[config.mk]
export PLATFORM = sky130hd
export DESIGN_NAME = hppm_power_manager
export DESIGN_NICKNAME = d
export VERILOG_FILES = /design/src/core/hppm_delay_line.v /design/src/core/hppm_power_manager.v
export VERILOG_INCLUDE_DIRS = /design/src /design/src/shared
export SDC_FILE = /design/constraint.sdc
export NUM_CORES = 1
export LEC_CHECK = 0
export ABC_CLOCK_PERIOD_IN_PS = 2100
export BUFFER_PORTS_ARGS = -buffer_cell sky130_fd_sc_hd__buf_2
export CELL_PAD_IN_SITES_DETAIL_PLACEMENT = 0
export CELL_PAD_IN_SITES_GLOBAL_PLACEMENT = 1
export CORE_UTILIZATION = 30
export CTS_BUF_LIST = sky130_fd_sc_hd__clkbuf_4
export CTS_CLUSTER_DIAMETER = 40
export DETAILED_ROUTE_END_ITERATION = 16
export PLACE_DENSITY_LB_ADDON = 0.1
export SYNTH_ARGS = -nofsm -noshare
export SYNTH_HDL_FRONTEND = slang
export SYNTH_SLANG_ARGS = --single-unit
[constraint.sdc]
create_clock -name I_MCLK -period 2.1 [get_ports I_MCLK]
set_input_delay 0.42 -clock I_MCLK [delete_from_list [all_inputs] [get_ports I_MCLK]]
set_output_delay 0.42 -clock I_MCLK [all_outputs]
set_load 0.005 [all_outputs]
[src/shared/hppm_defs.vh]
// Purpose: constants for the plug-detect power manager
// Assumes: 10 MHz core clock
// Notes: times in ns, counts derived from the clock period
`ifndef HPPM_DEFS_VH
`define HPPM_DEFS_VH

`define HPPM_CLK_PERIOD_NS 100
// unplug timeout, plain default
`define HPPM_UNPLUG_TIMEOUT_NS 2000000
// plug detect propagation delay, plain default
`define HPPM_PLUG_DELAY_NS 1000
// delay in cycles, rounded down, at least one
`define HPPM_PLUG_DELAY_CYC ((`HPPM_PLUG_DELAY_NS / `HPPM_CLK_PERIOD_NS) < 1 ? 1 : \
  (`HPPM_PLUG_DELAY_NS / `HPPM_CLK_PERIOD_NS))
// unplug timeout in cycles, sized to the counter: 2000000 ns / 100 ns
`define HPPM_TIMEOUT_CYC 16'h4e20
`define HPPM_CNT_W 16
`define HPPM_DLY_W 8

// power states
`define HPPM_ST_SHUTDOWN 2'h0
`define HPPM_ST_STANDBY 2'h1
`define HPPM_ST_ACTIVE 2'h2

`endif
[src/core/hppm_delay_line.v]
// Purpose: fixed delay of the plug-detect level
// Assumes: input already synchronised to i_clk
// Notes: shift register of DEPTH stages
`include "hppm_defs.vh"

module hppm_delay_line #(
  parameter DEPTH = 10
) (
  // clock and reset
  input wire i_clk,
  input wire i_rst_n,
  input wire i_ce,
  // data
  input wire i_d,
  output wire o_q
);

  reg [DEPTH-1:0] pipe_r;
  wire [DEPTH-1:0] pipe_nxt;

  ////////////////////////////////////////////////////////////////
  // stage chain, each stage copies the one before
  genvar g;
  generate
    for (g = 0; g < DEPTH; g = g + 1)
    begin : g_stage
      if (g == 0)
      begin : g_first
        assign pipe_nxt[g] = i_d;
      end
      else
      begin : g_rest
        assign pipe_nxt[g] = pipe_r[g-1];
      end
    end
  endgenerate

  // register the chain, resets low as an unplugged line
  always @(posedge i_clk or negedge i_rst_n)
  begin
    if (!i_rst_n)
      pipe_r <= {DEPTH{1'b0}};
    else if (i_ce)
      pipe_r <= pipe_nxt;
  end

  assign o_q = pipe_r[DEPTH-1];

endmodule // hppm_delay_line

[src/core/hppm_power_manager.v]
// Purpose: power state and plug-detect pass-through for a link repeater
// Assumes: I_MCLK 10 MHz; pins are asynchronous and synchronised here
// Notes: main link and aux enables are active-low output enables
`include "hppm_defs.vh"

module hppm_power_manager #(
  parameter [`HPPM_CNT_W-1:0] TIMEOUT_CYC = `HPPM_TIMEOUT_CYC
) (
  // clock, reset, enable
  input wire I_MCLK,
  input wire I_RST_N,
  input wire I_CE,
  // pins from host and display
  input wire I_SHUTDOWN_N,
  input wire I_PLUG_DETECT_FROM_DISPLAY,
  input wire I_PLUG_DETECT_INVERT_SEL,
  // plug detect to host
  output wire O_PLUG_DETECT_TO_HOST,
  // link gating, output enables low while driving
  output wire O_MAIN_LINK_OE_N,
  output wire O_AUX_OE_N,
  // state view
  output wire [1:0] O_POWER_STATE
);

  // power state codes, binary
  localparam [1:0] ST_SHUTDOWN = `HPPM_ST_SHUTDOWN;
  localparam [1:0] ST_STANDBY = `HPPM_ST_STANDBY;
  localparam [1:0] ST_ACTIVE = `HPPM_ST_ACTIVE;

  // synchroniser stages
  reg [1:0] shdn_sync_r;
  reg [1:0] plug_sync_r;
  reg [1:0] inv_sync_r;
  reg plug_prev_r;
  // unplug timeout
  reg [`HPPM_CNT_W-1:0] low_cnt_r;
  reg [`HPPM_CNT_W-1:0] low_cnt_nxt;
  reg timed_out_r;
  reg timed_out_nxt;
  // power state
  reg [1:0] state_r;
  reg [1:0] state_nxt;
  // output registers
  reg host_r;
  reg main_oe_n_r;
  reg aux_oe_n_r;
  // internal views
  wire shdn_n;
  wire plug;
  wire plug_dly;
  wire plug_fall;

  ////////////////////////////////////////////////////////////////
  // state decode helpers, shared by the enable logic
  // true when the main link may drive
  function link_on;
    input [1:0] st;
    begin
      link_on = (st == ST_ACTIVE);
    end
  endfunction

  // true when every link pin must float
  function all_off;
    input [1:0] st;
    begin
      all_off = (st == ST_SHUTDOWN);
    end
  endfunction

  // synchronised pin views, only second stages are read
  assign shdn_n = shdn_sync_r[1];
  assign plug = plug_sync_r[1];
  assign plug_fall = plug_prev_r & ~plug;

  ////////////////////////////////////////////////////////////////
  // two-stage synchronisers for the asynchronous pins
  always @(posedge I_MCLK or negedge I_RST_N)
  begin
    if (!I_RST_N)
    begin
      shdn_sync_r <= 2'h0;
      plug_sync_r <= 2'h0;
      inv_sync_r <= 2'h0;
      plug_prev_r <= 1'b0;
    end
    else if (I_CE)
    begin
      shdn_sync_r <= {shdn_sync_r[0], I_SHUTDOWN_N};
      plug_sync_r <= {plug_sync_r[0], I_PLUG_DETECT_FROM_DISPLAY};
      inv_sync_r <= {inv_sync_r[0], I_PLUG_DETECT_INVERT_SEL};
      plug_prev_r <= plug;
    end
  end

  ////////////////////////////////////////////////////////////////
  // unplug timeout counter
  always @*
  begin
    low_cnt_nxt = low_cnt_r;
    timed_out_nxt = timed_out_r;
    if (plug)
    begin
      low_cnt_nxt = {`HPPM_CNT_W{1'b0}};
      timed_out_nxt = 1'b0;
    end
    else if (plug_fall)
    begin
      low_cnt_nxt = {{(`HPPM_CNT_W-1){1'b0}}, 1'b1};
      timed_out_nxt = 1'b0;
    end
    else if (!timed_out_r)
    begin
      if (low_cnt_r >= TIMEOUT_CYC)
        timed_out_nxt = 1'b1;
      else
        low_cnt_nxt = low_cnt_r + {{(`HPPM_CNT_W-1){1'b0}}, 1'b1};
    end
  end

  always @(posedge I_MCLK or negedge I_RST_N)
  begin
    if (!I_RST_N)
    begin
      low_cnt_r <= {`HPPM_CNT_W{1'b0}};
      timed_out_r <= 1'b1;
    end
    else if (I_CE)
    begin
      low_cnt_r <= low_cnt_nxt;
      timed_out_r <= timed_out_nxt;
    end
  end

  ////////////////////////////////////////////////////////////////
  // power state machine
  // shutdown pin wins over the plug level in every state
  always @*
  begin
    state_nxt = state_r;
    case (state_r)
      ST_SHUTDOWN:
      begin
        if (shdn_n)
          state_nxt = plug ? ST_ACTIVE : ST_STANDBY;
      end
      ST_STANDBY:
      begin
        if (!shdn_n)
          state_nxt = ST_SHUTDOWN;
        else if (plug)
          state_nxt = ST_ACTIVE;
      end
      ST_ACTIVE:
      begin
        if (!shdn_n)
          state_nxt = ST_SHUTDOWN;
        else if (timed_out_nxt)
          state_nxt = ST_STANDBY;
      end
      default:
        state_nxt = ST_SHUTDOWN;
    endcase
  end

  // state register, starts in shutdown until the pin releases it
  always @(posedge I_MCLK or negedge I_RST_N)
  begin
    if (!I_RST_N)
      state_r <= ST_SHUTDOWN;
    else if (I_CE)
      state_r <= state_nxt;
  end

  ////////////////////////////////////////////////////////////////
  // plug detect path, independent of the shutdown pin
  hppm_delay_line #(
    .DEPTH(`HPPM_PLUG_DELAY_CYC)
  ) u_delay (
    .i_clk(I_MCLK),
    .i_rst_n(I_RST_N),
    .i_ce(I_CE),
    .i_d(plug),
    .o_q(plug_dly)
  );

  // registered outputs, main link enabled only when active, aux unless shut down
  always @(posedge I_MCLK or negedge I_RST_N)
  begin
    if (!I_RST_N)
    begin
      host_r <= 1'b0;
      main_oe_n_r <= 1'b1;
      aux_oe_n_r <= 1'b1;
    end
    else if (I_CE)
    begin
      host_r <= plug_dly ^ inv_sync_r[1];
      main_oe_n_r <= ~link_on(state_nxt);
      aux_oe_n_r <= all_off(state_nxt);
    end
  end

  // output views of the registers
  assign O_PLUG_DETECT_TO_HOST = host_r;
  assign O_MAIN_LINK_OE_N = main_oe_n_r;
  assign O_AUX_OE_N = aux_oe_n_r;
  assign O_POWER_STATE = state_r;

endmodule // hppm_power_manager

Word-level counts from Yosys, hierarchy flattened

Cells that the tools add are included.

Logic and storage cells: 40
Output and inout bits: 5
Bits of input ports: 6
Flip-flop bits (word level): 39

Eq/ne operators: 5
Bitwise operators: 4
Muxes and demuxes: 15
Reduce and logical (&&, ||, !) cells: 3
$add $sub $neg: 1
Order comparisons: 1

Operators with widths:

| operator              | number |
|---|---|
| $mux 16               | 4 |
| $add 16x1->16 const B | 1 |
| $ge 16x15->1 const B  | 1 |
| $mux 2                | 6 |
| $pmux 2 s3            | 1 |
| $eq 2x2->1 const B    | 2 |
| $logic_not 2->1       | 2 |
| $mux 1                | 4 |
| $ne 3x2->1 const B    | 1 |
| $ne 3x3->1 const B    | 1 |
| $reduce_and 3->1      | 1 |
| $eq 2x1->1 const B    | 1 |
| $not 1->1             | 2 |
| $and 1x1->1           | 1 |
| $xor 1x1->1           | 1 |

Depth between registers and ports, before layout

Gate-level depths: netlist (run 1).

Word-level depth: 10
Depth in mapped cells: 6
Gate-level depth less buffers: 5

Hierarchy

A second synthesis (run 1) with hierarchy kept.

Cells, all modules: 168
Area, all modules: 1883.1 µm²

By module, submodules not included:

| module             | instances | sequential area each (µm²) | area an instance (µm²) | cells each |
|---|---|---|---|---|
| hppm_power_manager | 1         | 729.4                      | 1471.4                 | 147 |
| hppm_delay_line    | 1         | 250.2                      | 411.6                  | 21 |

Worst setup path after synthesis (run 1)

Ideal clock, no wire load.

Path type: input -> register
Start: input I_CE
End: register low_cnt_r[11]
Setup slack: 385 ps
Setup time: 79 ps
Buffers on the path: 2
Stages on the path: 5
Arrival time: 1636 ps
Required time: 2021 ps
Cell sequence: buf_2 or3b_1 clkbuf_1 or4b_1 o21ai_1

Word-level cells in the longest chain between the ends: 1

RTL lines:

| item                       | line                     | RTL |
|---|---|---|
| start: declaration         | hppm_power_manager.v:12  | `input wire I_CE,` |
| $reduce_and 3->1 (no line) | -                        |  |
| end signal: assignment     | hppm_power_manager.v:126 | `` low_cnt_r <= {`HPPM_CNT_W{1'b0}}; `` |
| end signal: assignment     | hppm_power_manager.v:131 | `low_cnt_r <= low_cnt_nxt;` |
| end: declaration           | hppm_power_manager.v:37  | `` reg [`HPPM_CNT_W-1:0] low_cnt_r; `` |

Every way passes these cells.
A chain may end at the register's enable or synchronous reset.

Final worst setup path (run 1)

Start: register low_cnt_r[8]
End: register low_cnt_r[3]

Word-level cells in the longest chain between the ends: 3

RTL lines:

| item                       | line                     | RTL |
|---|---|---|
| $ge 16x15->1               | hppm_power_manager.v:115 | `if (low_cnt_r >= TIMEOUT_CYC)` |
| $ne 3x3->1 (no line)       | -                        |  |
| $reduce_and 3->1 (no line) | -                        |  |

Every way passes these cells.

==> results.toml, run 1 <==
[floorplan]
placementRows = 28
initial_core_util_pct = 31.3
core-area_um2 = 5990
die_w_um = 81.1
die_area_um2 = 6580
die_y_um = 81.1
pin_count = 11

[yosys]
synth_area_leader_cell = "dfrtp_1"
syn-num-nets = 179
synthArstFlopShare_pct = 100
synthTopCellsByArea = "dfrtp_1, mux2_2, dfstp_2, nand2_1, nand3_1"
yosysMostFrequentCell = "dfrtp_1"
synth-seq-cells = 38
synth_common_cells = "dfrtp_1, nand2_1, mux2_2"
synth-edff-count = 0
syn_area_per_cell_um2 = 11.0
syn_inst = 171
synthesis.area_um2 = 1880
yosys_warnings = 0
synth_top_area_share_pct = 46.6
synth_ff_type = "dfrtp_1"
ys_types = 51
synth-seq-area-share_pct = 50.8

[clock_network]
cts.sinks = 38
cts_tree = "yes"
clk_pin_slew_worst_paths_ns = 0.13
cts_resized = 0
cts_root_buf = "clkbuf_4"
numCtsBuffers = 5
cts_buffer_depth = 2
cts_hold_buf = 0
insertion_delay_ns = 0.34
htreeDepth = 2
cts_setup_buffers = 0

[placed_design]
dp_hpwl_mm = 2.75
gp_congestion = 0.757
place_ws_ns = 0.166
place_area_um2 = 2030
port-buffer-count = 10

[worst_setup_path]
cp_max_fo = 7
cp.required_ns = 2.33
max_stage_delay_ns = 0.49
r2r_start = "low_cnt_r[8]"
cp-startpoint = "low_cnt_r[8]"
endpoint_kind = "flip-flop"
worstSetupStartpointType = "flip-flop"
criticalPathCategory = "reg2reg"
slowest_stage = "dfrtp_1"
arrival_ns = 2.19
path_cells = "nor4_4 -> o2111ai_1 -> and3_1 -> a211o_1"

[route]
route.antenna.remaining_nets = 0
post_drt_wl_per_cell_um = 15.5
drtIter0Drc = 124
drtPass1Iterations = 4
drcViolationCount = 0
wl_mm = 4.06
vias = 1423
vias_per_cell = 5.43

[layout]
area_growth_pct = 12.6
finalNetCount = 194
drive_gt1_share_pct = 26.2
final_cell_area_um2 = 2110
register_area_um2 = 955
num_antenna_cells = 0
multi_input_area_um2 = 870
n_fill_cell = 603

[timing]
min_period_over_period_pct = 93.3
slew_violations = 0
rsz0062_at_grt = "no"
relSlewSlack_pct = 58.0
hold_viol_final = 0
setup_violations = 0
fin_ws_ns = 0.141
final.setup_skew_ns = 0.00930
fin_setup_tns_ns = 0
timing.fmax_mhz = 510
worst_pin_slew_ns = 0.629
final.min_clock_period_ns = 1.96

[min_path]
hp-class = "in2async"

[flow_run]
cap_violations = 0

[pwr]
p_per_area_nw_per_um2 = 883
combPwrFrac_pct = 19.1
seq_power_share_pct = 53.3
power_frac_clock_pct = 27.6
power_uw = 1870
power_switching_share_pct = 29.0
p_leak_uw = 0.000935
p_int_uw = 1330
ir_drop_uv = 354
p_sw_uw = 541

[global_route]
grt_pass1_vias = 1494
grt_util_all_layers_pct = 14.6
overflow = 0
antenna_found_initial = 0
grt_max_degree = 39
grt_pass1_wl_mm = 7.21

[run_status]
status = "finished, final reports clean"
==> worst paths after layout <==
path | end | slack (ns) | cells past startpoint
max | low_cnt_r[3] | 0.14 | 4
min | low_cnt_r[4] | 0.13 | 2
max reg2reg | low_cnt_r[3] | 0.14 | 4
min reg2reg | O_AUX_OE_N | 0.49 | 2
max in group asynchronous | timed_out_r | 1.60 | 2
min in group I_MCLK | plug_sync_r[0] | 0.31 | 2
==> cells by family after synthesis <==
group           after synthesis  share of synthesized area [%]
buf+inv                      13                           3.13
simple gates                 62                           19.1
mux                          19                           11.1
xor+xnor                      1                          0.466
flops                        38                           50.8
compound gates               36                           14.1
fa+ha+maj                     2                           1.33
==> sequential cells by signal, indices dropped and copies added, names as in the netlist <==
name,flops
O_AUX_OE_N,1
O_MAIN_LINK_OE_N,1
O_PLUG_DETECT_TO_HOST,1
O_POWER_STATE,2
inv_sync_r,2
low_cnt_r,16
plug_sync_r,2
shdn_sync_r,2
timed_out_r,1
u_delay.pipe_r,10
==> power by group through the flow <==
| stage | clock (µW) | combinational (µW) | sequential (µW) |
|---|---|---|---|
| 6_report | 515 | 357 | 996 |
| 5_1_grt | 570 | 405 | 1030 |
| 4_1_cts | 535 | 363 | 998 |
| 3_5_place_dp | 0 | 362 | 1010 |
| 3_3_place_gp | 0 | 352 | 1010 |
| 2_1_floorplan | 0 | 261 | 974 |
==> cell usage in the layout, fill, tap and decap left out, drive strengths merged, types with 2 or more instances in the layout <==
master | netlist | layout
nand2 | 17 | 17
nor2 | 6 | 6
a21oi | 3 | 3
and3 | 4 | 4
dfstp | 3 | 3
buf | 3 | 16
a211o | 2 | 2
mux2i | 4 | 4
nor3 | 3 | 3
a31oi | 2 | 2
a2111oi | 2 | 2
a211oi | 2 | 2
o211ai | 6 | 6
o21a | 2 | 2
nand3 | 11 | 11
or4 | 4 | 4
and2 | 2 | 2
ha | 2 | 2
dfrtp | 35 | 35
clkbuf | 5 | 6
o21ai | 8 | 8
nand4 | 4 | 4
nand2b | 2 | 2
o211a | 2 | 2
inv | 4 | 4
mux2 | 15 | 15
==> worst max-delay path, delay by kind of cell (launching register included) <==
| family | cells | cell delay (ns) |
|---|---|---|
| DFF | 1 | 0.49 |
| AOI/OAI and AO/OA | 2 | 0.65 |
| and+or+nand+nor | 2 | 0.72 |
==> through the flow <==
| stage | hold WS, ns | util (%) | instances |
|---|---|---|---|
| after floorplan | 0.124 | - | 171 |
| after global placement | 0.465 | 33.8 | 254 |
| after detailed placement | 0.472 | 33.8 | 254 |
| after CTS | 0.128 | 35.2 | 262 |
| after global routing | 0.141 | 35.3 | 262 |
| final | 0.126 | 35.3 | 262 |
==> layout make-up <==
type | count | share of cell area (%)
inverter | 5 | 0.888
tap | 75 | 4.44
clock inverter | 2 | 1.78
sequential | 38 | 45.1
multi-input combinational | 120 | 41.1
clock buffer | 6 | 2.13
timing repair buffer | 16 | 4.50
==> layer usage <==
layer	track usage [%]	part of all wire, %	vias to the layer above
met5	0	0	-
met4	5.89	0.98	0
met3	2.81	2.8	8
met2	24.9	52	28
met1	18.1	44	716
li1	-	-	671
Power figures use the tool's default switching activity.
==> run 2, diff against run 1 <==
--- a/config.mk
+++ b/config.mk
@@ -10,7 +10,7 @@
 export BUFFER_PORTS_ARGS = -buffer_cell sky130_fd_sc_hd__buf_2
 export CELL_PAD_IN_SITES_DETAIL_PLACEMENT = 0
 export CELL_PAD_IN_SITES_GLOBAL_PLACEMENT = 1
-export CORE_UTILIZATION = 30
+export CORE_UTILIZATION = 40
 export CTS_BUF_LIST = sky130_fd_sc_hd__clkbuf_4
 export CTS_CLUSTER_DIAMETER = 40
 export DETAILED_ROUTE_END_ITERATION = 16
==> run 2 against run 1 <==
Final cell count down 9.5%. Routed wire length down 8.2%. Sequential cell count unchanged. Non-clock buffer count down 2. Largest cell class unchanged.
==> results.toml, run 2 (same netlist as run 1, synthesis figures left out) <==
[pwr]
ir_drop_uv = 466
p_per_area_nw_per_um2 = 847
power_uw = 1740
p_leak_uw = 0.000923

[timing]
slew_violations = 0
final.min_clock_period_ns = 1.90
hold_viol_final = 0
timing.fmax_mhz = 526
min_period_over_period_pct = 90.5
relSlewSlack_pct = 58.0
final.setup_skew_ns = 0.00551
worst_pin_slew_ns = 0.628
fin_setup_tns_ns = 0
setup_violations = 0
rsz0062_at_grt = "no"

[worst_setup_path]
cp_max_fo = 12
max_stage_delay_ns = 0.51
reg2reg_depth = 4
path_delay_family = "compound AO/OA/AOI/OAI gates"
timing.rr.end = "low_cnt_r[13]"
reg2reg_slack_ns = 0.20
cp.depth = 4
endpoint_kind = "flip-flop"
worstSetupStartpointType = "flip-flop"
r2r_start = "low_cnt_r[8]"
crit_end = "low_cnt_r[13]"
criticalPathCategory = "reg2reg"
cp.required_ns = 2.37
cp-startpoint = "low_cnt_r[8]"
worst-path-buf-inv = 0
slowest_stage = "a2111oi_1"
arrival_ns = 2.17
path_cells = "nor4_4 -> o211ai_2 -> a2111oi_1 -> mux2i_1"

[placed_design]
gp_congestion = 0.805
dp_hpwl_mm = 2.49
placedCellCount = 229
place_area_um2 = 2000
port-buffer-count = 10

[clock_network]
cts_setup_buffers = 0
htreeDepth = 2
cts.sinks = 38
clk_pin_slew_worst_paths_ns = 0.11
cts_tree = "yes"
numCtsBuffers = 5
insertion_delay_ns = 0.34
cts_resized = 0
cts_hold_buf = 0
cts_root_buf = "clkbuf_4"
cts_buffer_depth = 2

[min_path]
hp-class = "in2async"

[route]
wl_mm = 3.73
post_drt_wl_per_cell_um = 15.7
drtIter0Drc = 70
drcViolationCount = 0
vias_per_cell = 5.85
drtPass1Iterations = 4
vias = 1386
route.antenna.remaining_nets = 0

[flow_run]
cap_violations = 0

[layout]
layout_common_cells = "dfrtp_1, nand2_1, mux2_2"
largest_reg_flops = 16
final_cell_area_um2 = 2050
reg_top3 = "low_cnt_r: 16 flops, u_delay.pipe_r: 10 flops"
num_antenna_cells = 0
layout_commonest_cell = "dfrtp_1"
final_cells = 237
n_fill_cell = 419
regMostFlops = "low_cnt_r"
area_growth_pct = 9.39
drive_gt1_share_pct = 24.9
finalNetCount = 192

[floorplan]
die_w_um = 70.5
die_area_um2 = 4970
die_y_um = 70.5
core-area_um2 = 4440
pin_count = 11
initial_core_util_pct = 42.3
placementRows = 24

[global_route]
grt_util_all_layers_pct = 17.3
grt_pass1_vias = 1372
grt_pass1_wl_mm = 6.59
antenna_found_initial = 0
overflow = 0
grt_max_degree = 39

[run_status]
status = "finished, final reports clean"
==> run 2: changes by cell type in the layout (fill, tap and decap cells not counted), sizes merged <==
| cell | change |
|---|---|
| buf | -2 |
| bufinv | -1 |
| clkinv | +2 |
| clkinvlp | -1 |
==> run 2: how the worst min path moves through the flow <==
stage                                  endpoint  slack, ns     from
after floorplan           O_PLUG_DETECT_TO_HOST       0.12  I_RST_N
after global placement             low_cnt_r[9]       0.40  I_RST_N
after detailed placement           low_cnt_r[9]       0.40  I_RST_N
after CTS                         low_cnt_r[14]       0.02  I_RST_N
after global routing               low_cnt_r[1]       0.02  I_RST_N
final                              low_cnt_r[2]       0.02  I_RST_N
==> run 2: area by class of cell <==
type                    instances  area (µm²)  share of cell area, %
flip-flops and latches         38         955                   46.5
well taps                      52        65.1                   3.17
clock buffers                   6        45.0                   2.19
clock inverters                 2        13.8                  0.670
repair buffers                 14        92.6                   4.51
inverters                       5        18.8                  0.914
multi-input cells             120         865                   42.1
==> run 2: worst register-to-register path, cell delays in order (launching register included) <==
cell and delay, ns:
dfrtp_1 0.48, nor4_4 0.36, o211ai_2 0.26, a2111oi_1 0.51, mux2i_1 0.23
==> run 2: metal layers <==
layer	vias up	track usage (%)	wire length (µm)	part of all wire [%]
met3	5	4.47	141	3.8
met4	0	6.12	51	1.4
met5	-	0	0	0
met2	29	28.2	1770	47
li1	673	-	-	-
met1	679	22.4	1770	47
==> run 2: report_power, final <==
| part | leakage (µW) | total [µW] | internal, µW | switching [µW] |
|---|---|---|---|---|
| clock | 0.0000356 | 391 | 145 | 247 |
| sequential | 0.000482 | 1000 | 879 | 123 |
| combinational | 0.000405 | 346 | 182 | 164 |
==> run 2: through the flow <==
stage	hold slack [ns]	utilization [%]	worst slack [ns]
floorplan	0.124	-	0.385
global placement	0.400	44.9	0.240
detailed placement	0.403	44.9	0.198
CTS	0.0207	46.2	0.181
global route	0.0187	46.2	0.0703
finish	0.0250	46.2	0.200
==> run 3, diff against run 2 <==
--- a/config.mk
+++ b/config.mk
@@ -10,11 +10,13 @@
 export BUFFER_PORTS_ARGS = -buffer_cell sky130_fd_sc_hd__buf_2
 export CELL_PAD_IN_SITES_DETAIL_PLACEMENT = 0
 export CELL_PAD_IN_SITES_GLOBAL_PLACEMENT = 1
+export CORE_MARGIN = 5
 export CORE_UTILIZATION = 40
 export CTS_BUF_LIST = sky130_fd_sc_hd__clkbuf_4
 export CTS_CLUSTER_DIAMETER = 40
 export DETAILED_ROUTE_END_ITERATION = 16
 export PLACE_DENSITY_LB_ADDON = 0.1
+export RECOVER_POWER = 100
 export SYNTH_ARGS = -nofsm -noshare
 export SYNTH_HDL_FRONTEND = slang
 export SYNTH_SLANG_ARGS = --single-unit
==> run 3 against run 2 <==
Register-to-register slack got worse by 0.04 ns. Sequential cell count did not move. First-iteration DRC count rose by 64%. Total power fell by 1.2%. Global-route usage fell by 3.0 points. Sequential share of layout area rose by 0.54 points. Largest cell class unchanged. Worst hold slack improved by 0.25 ns. Critical path depth did not move. Via count rose by 1.8%. Critical path type unchanged.
==> results.toml, run 3 (same netlist as run 1, synthesis figures left out) <==
[pwr]
p_leak_uw = 0.000899
power_uw = 1720
p_per_area_nw_per_um2 = 846
ir_drop_uv = 509

[floorplan]
die_y_um = 78.5
die_w_um = 78.5
pin_count = 11
die_area_um2 = 6170
initial_core_util_pct = 40.6
placementRows = 25
core-area_um2 = 4630

[min_path]
hp-class = "in2async"

[layout]
reg_top3 = "low_cnt_r: 16 flops, u_delay.pipe_r: 10 flops"
area_growth_pct = 8.13
final_cells = 239
drive_gt1_share_pct = 21.6
num_antenna_cells = 0
largest_reg_flops = 16
finalNetCount = 192
multi_input_area_um2 = 865
n_fill_cell = 464
regMostFlops = "low_cnt_r"
layout_common_cells = "dfrtp_1, nand2_1, mux2_2"
register_area_um2 = 955
layout_commonest_cell = "dfrtp_1"

[global_route]
grt_max_degree = 39
antenna_found_initial = 0
grt_pass1_wl_mm = 6.93
overflow = 0
grt_util_all_layers_pct = 14.3
grt_pass1_vias = 1466

[placed_design]
placedCellCount = 231
port-buffer-count = 10
dp_hpwl_mm = 2.65
gp_congestion = 0.740

[clock_network]
htreeDepth = 2
cts_root_buf = "clkbuf_4"
cts.sinks = 38
cts_hold_buf = 0
insertion_delay_ns = 0.35
cts_setup_buffers = 0
numCtsBuffers = 5
cts_resized = 0
cts_buffer_depth = 2
cts_tree = "yes"
clk_pin_slew_worst_paths_ns = 0.12

[route]
drtPass1Iterations = 4
vias_per_cell = 5.90
wl_mm = 4.01
post_drt_wl_per_cell_um = 16.8
drcViolationCount = 0
drtIter0Drc = 115
vias = 1411
route.antenna.remaining_nets = 0

[timing]
final.setup_skew_ns = 0.00852
slew_violations = 0
whs_ns = 0.275
timing.fmax_mhz = 516
worst_pin_slew_ns = 0.948
hold_viol_final = 0
relSlewSlack_pct = 36.8
fin_setup_tns_ns = 0
final.min_clock_period_ns = 1.94
setup_violations = 0
min_period_over_period_pct = 92.3
rsz0062_at_grt = "no"

[run_status]
status = "finished, final reports clean"

[worst_setup_path]
worstSetupStartpointType = "flip-flop"
endpoint_kind = "flip-flop"
arrival_ns = 2.22
criticalPathCategory = "reg2reg"
cp_max_fo = 12
cp.required_ns = 2.38

[flow_run]
cap_violations = 0
-- run 3: changes by cell type in the layout (fill, tap and decap cells not counted), moves of 2 or more --
cell,delta
clkbuf_1,+3
o21ai_0,+2
buf_2,-3
clkbuf_2,+2
o21ai_1,-2
-- run 3: power by group --
group	leakage, µW	internal [µW]	switching [µW]
combinational	0.000390	177	172
clock	0.0000286	124	247
sequential	0.000481	877	120
total	0.000899	1180	539
-- run 3: cell type report --
| class | count | share of cell area, % |
|---|---|---|
| Inverter | 5 | 0.924 |
| Tap cell | 54 | 3.33 |
| Clock buffer | 5 | 1.85 |
| Timing Repair Buffer | 14 | 3.51 |
| Multi-Input combinational cell | 120 | 42.6 |
| Clock inverter | 3 | 0.801 |
| Sequential cell | 38 | 47.0 |
-- run 3: worst max-delay path, stage by stage (launching register included) --
cell and delay (ns):
dfrtp_1 0.48, nor4_4 0.36, o211ai_2 0.28, a2111oi_1 0.51, mux2i_1 0.23
-- run 3: final timing paths --
path                                   to  depth (start not counted)  slack [ns]                  startpoint
max                         low_cnt_r[13]                          4        0.16                low_cnt_r[8]
max reg2reg                 low_cnt_r[13]                          4        0.16                low_cnt_r[8]
min reg2reg                    O_AUX_OE_N                          1        0.50              shdn_sync_r[1]
max in group asynchronous   inv_sync_r[1]                          2        1.23                     I_RST_N
min in group I_MCLK        plug_sync_r[0]                          2        0.30  I_PLUG_DETECT_FROM_DISPLAY
min                          low_cnt_r[9]                          2        0.28                     I_RST_N
-- run 3: per-stage QoR --
stage | util (%) | setup WS, ns | instance area (µm²)
after floorplan | - | 0.385 | 1880
after global routing | 43.9 | 0.0221 | 2030
after global placement | 42.9 | 0.232 | 1990
final | 43.9 | 0.162 | 2030
after detailed placement | 42.9 | 0.174 | 1990
after CTS | 44.1 | 0.148 | 2040
-- run 3: per-layer routing --
metal	share of wire (%)	track usage (%)	wire (µm)	up-vias
met5	0	0	0	-
met4	1.3	5.42	52	0
met3	3.5	3.67	142	6
met2	50	23.6	2000	21
met1	45	18.0	1810	719
li1	-	-	-	665
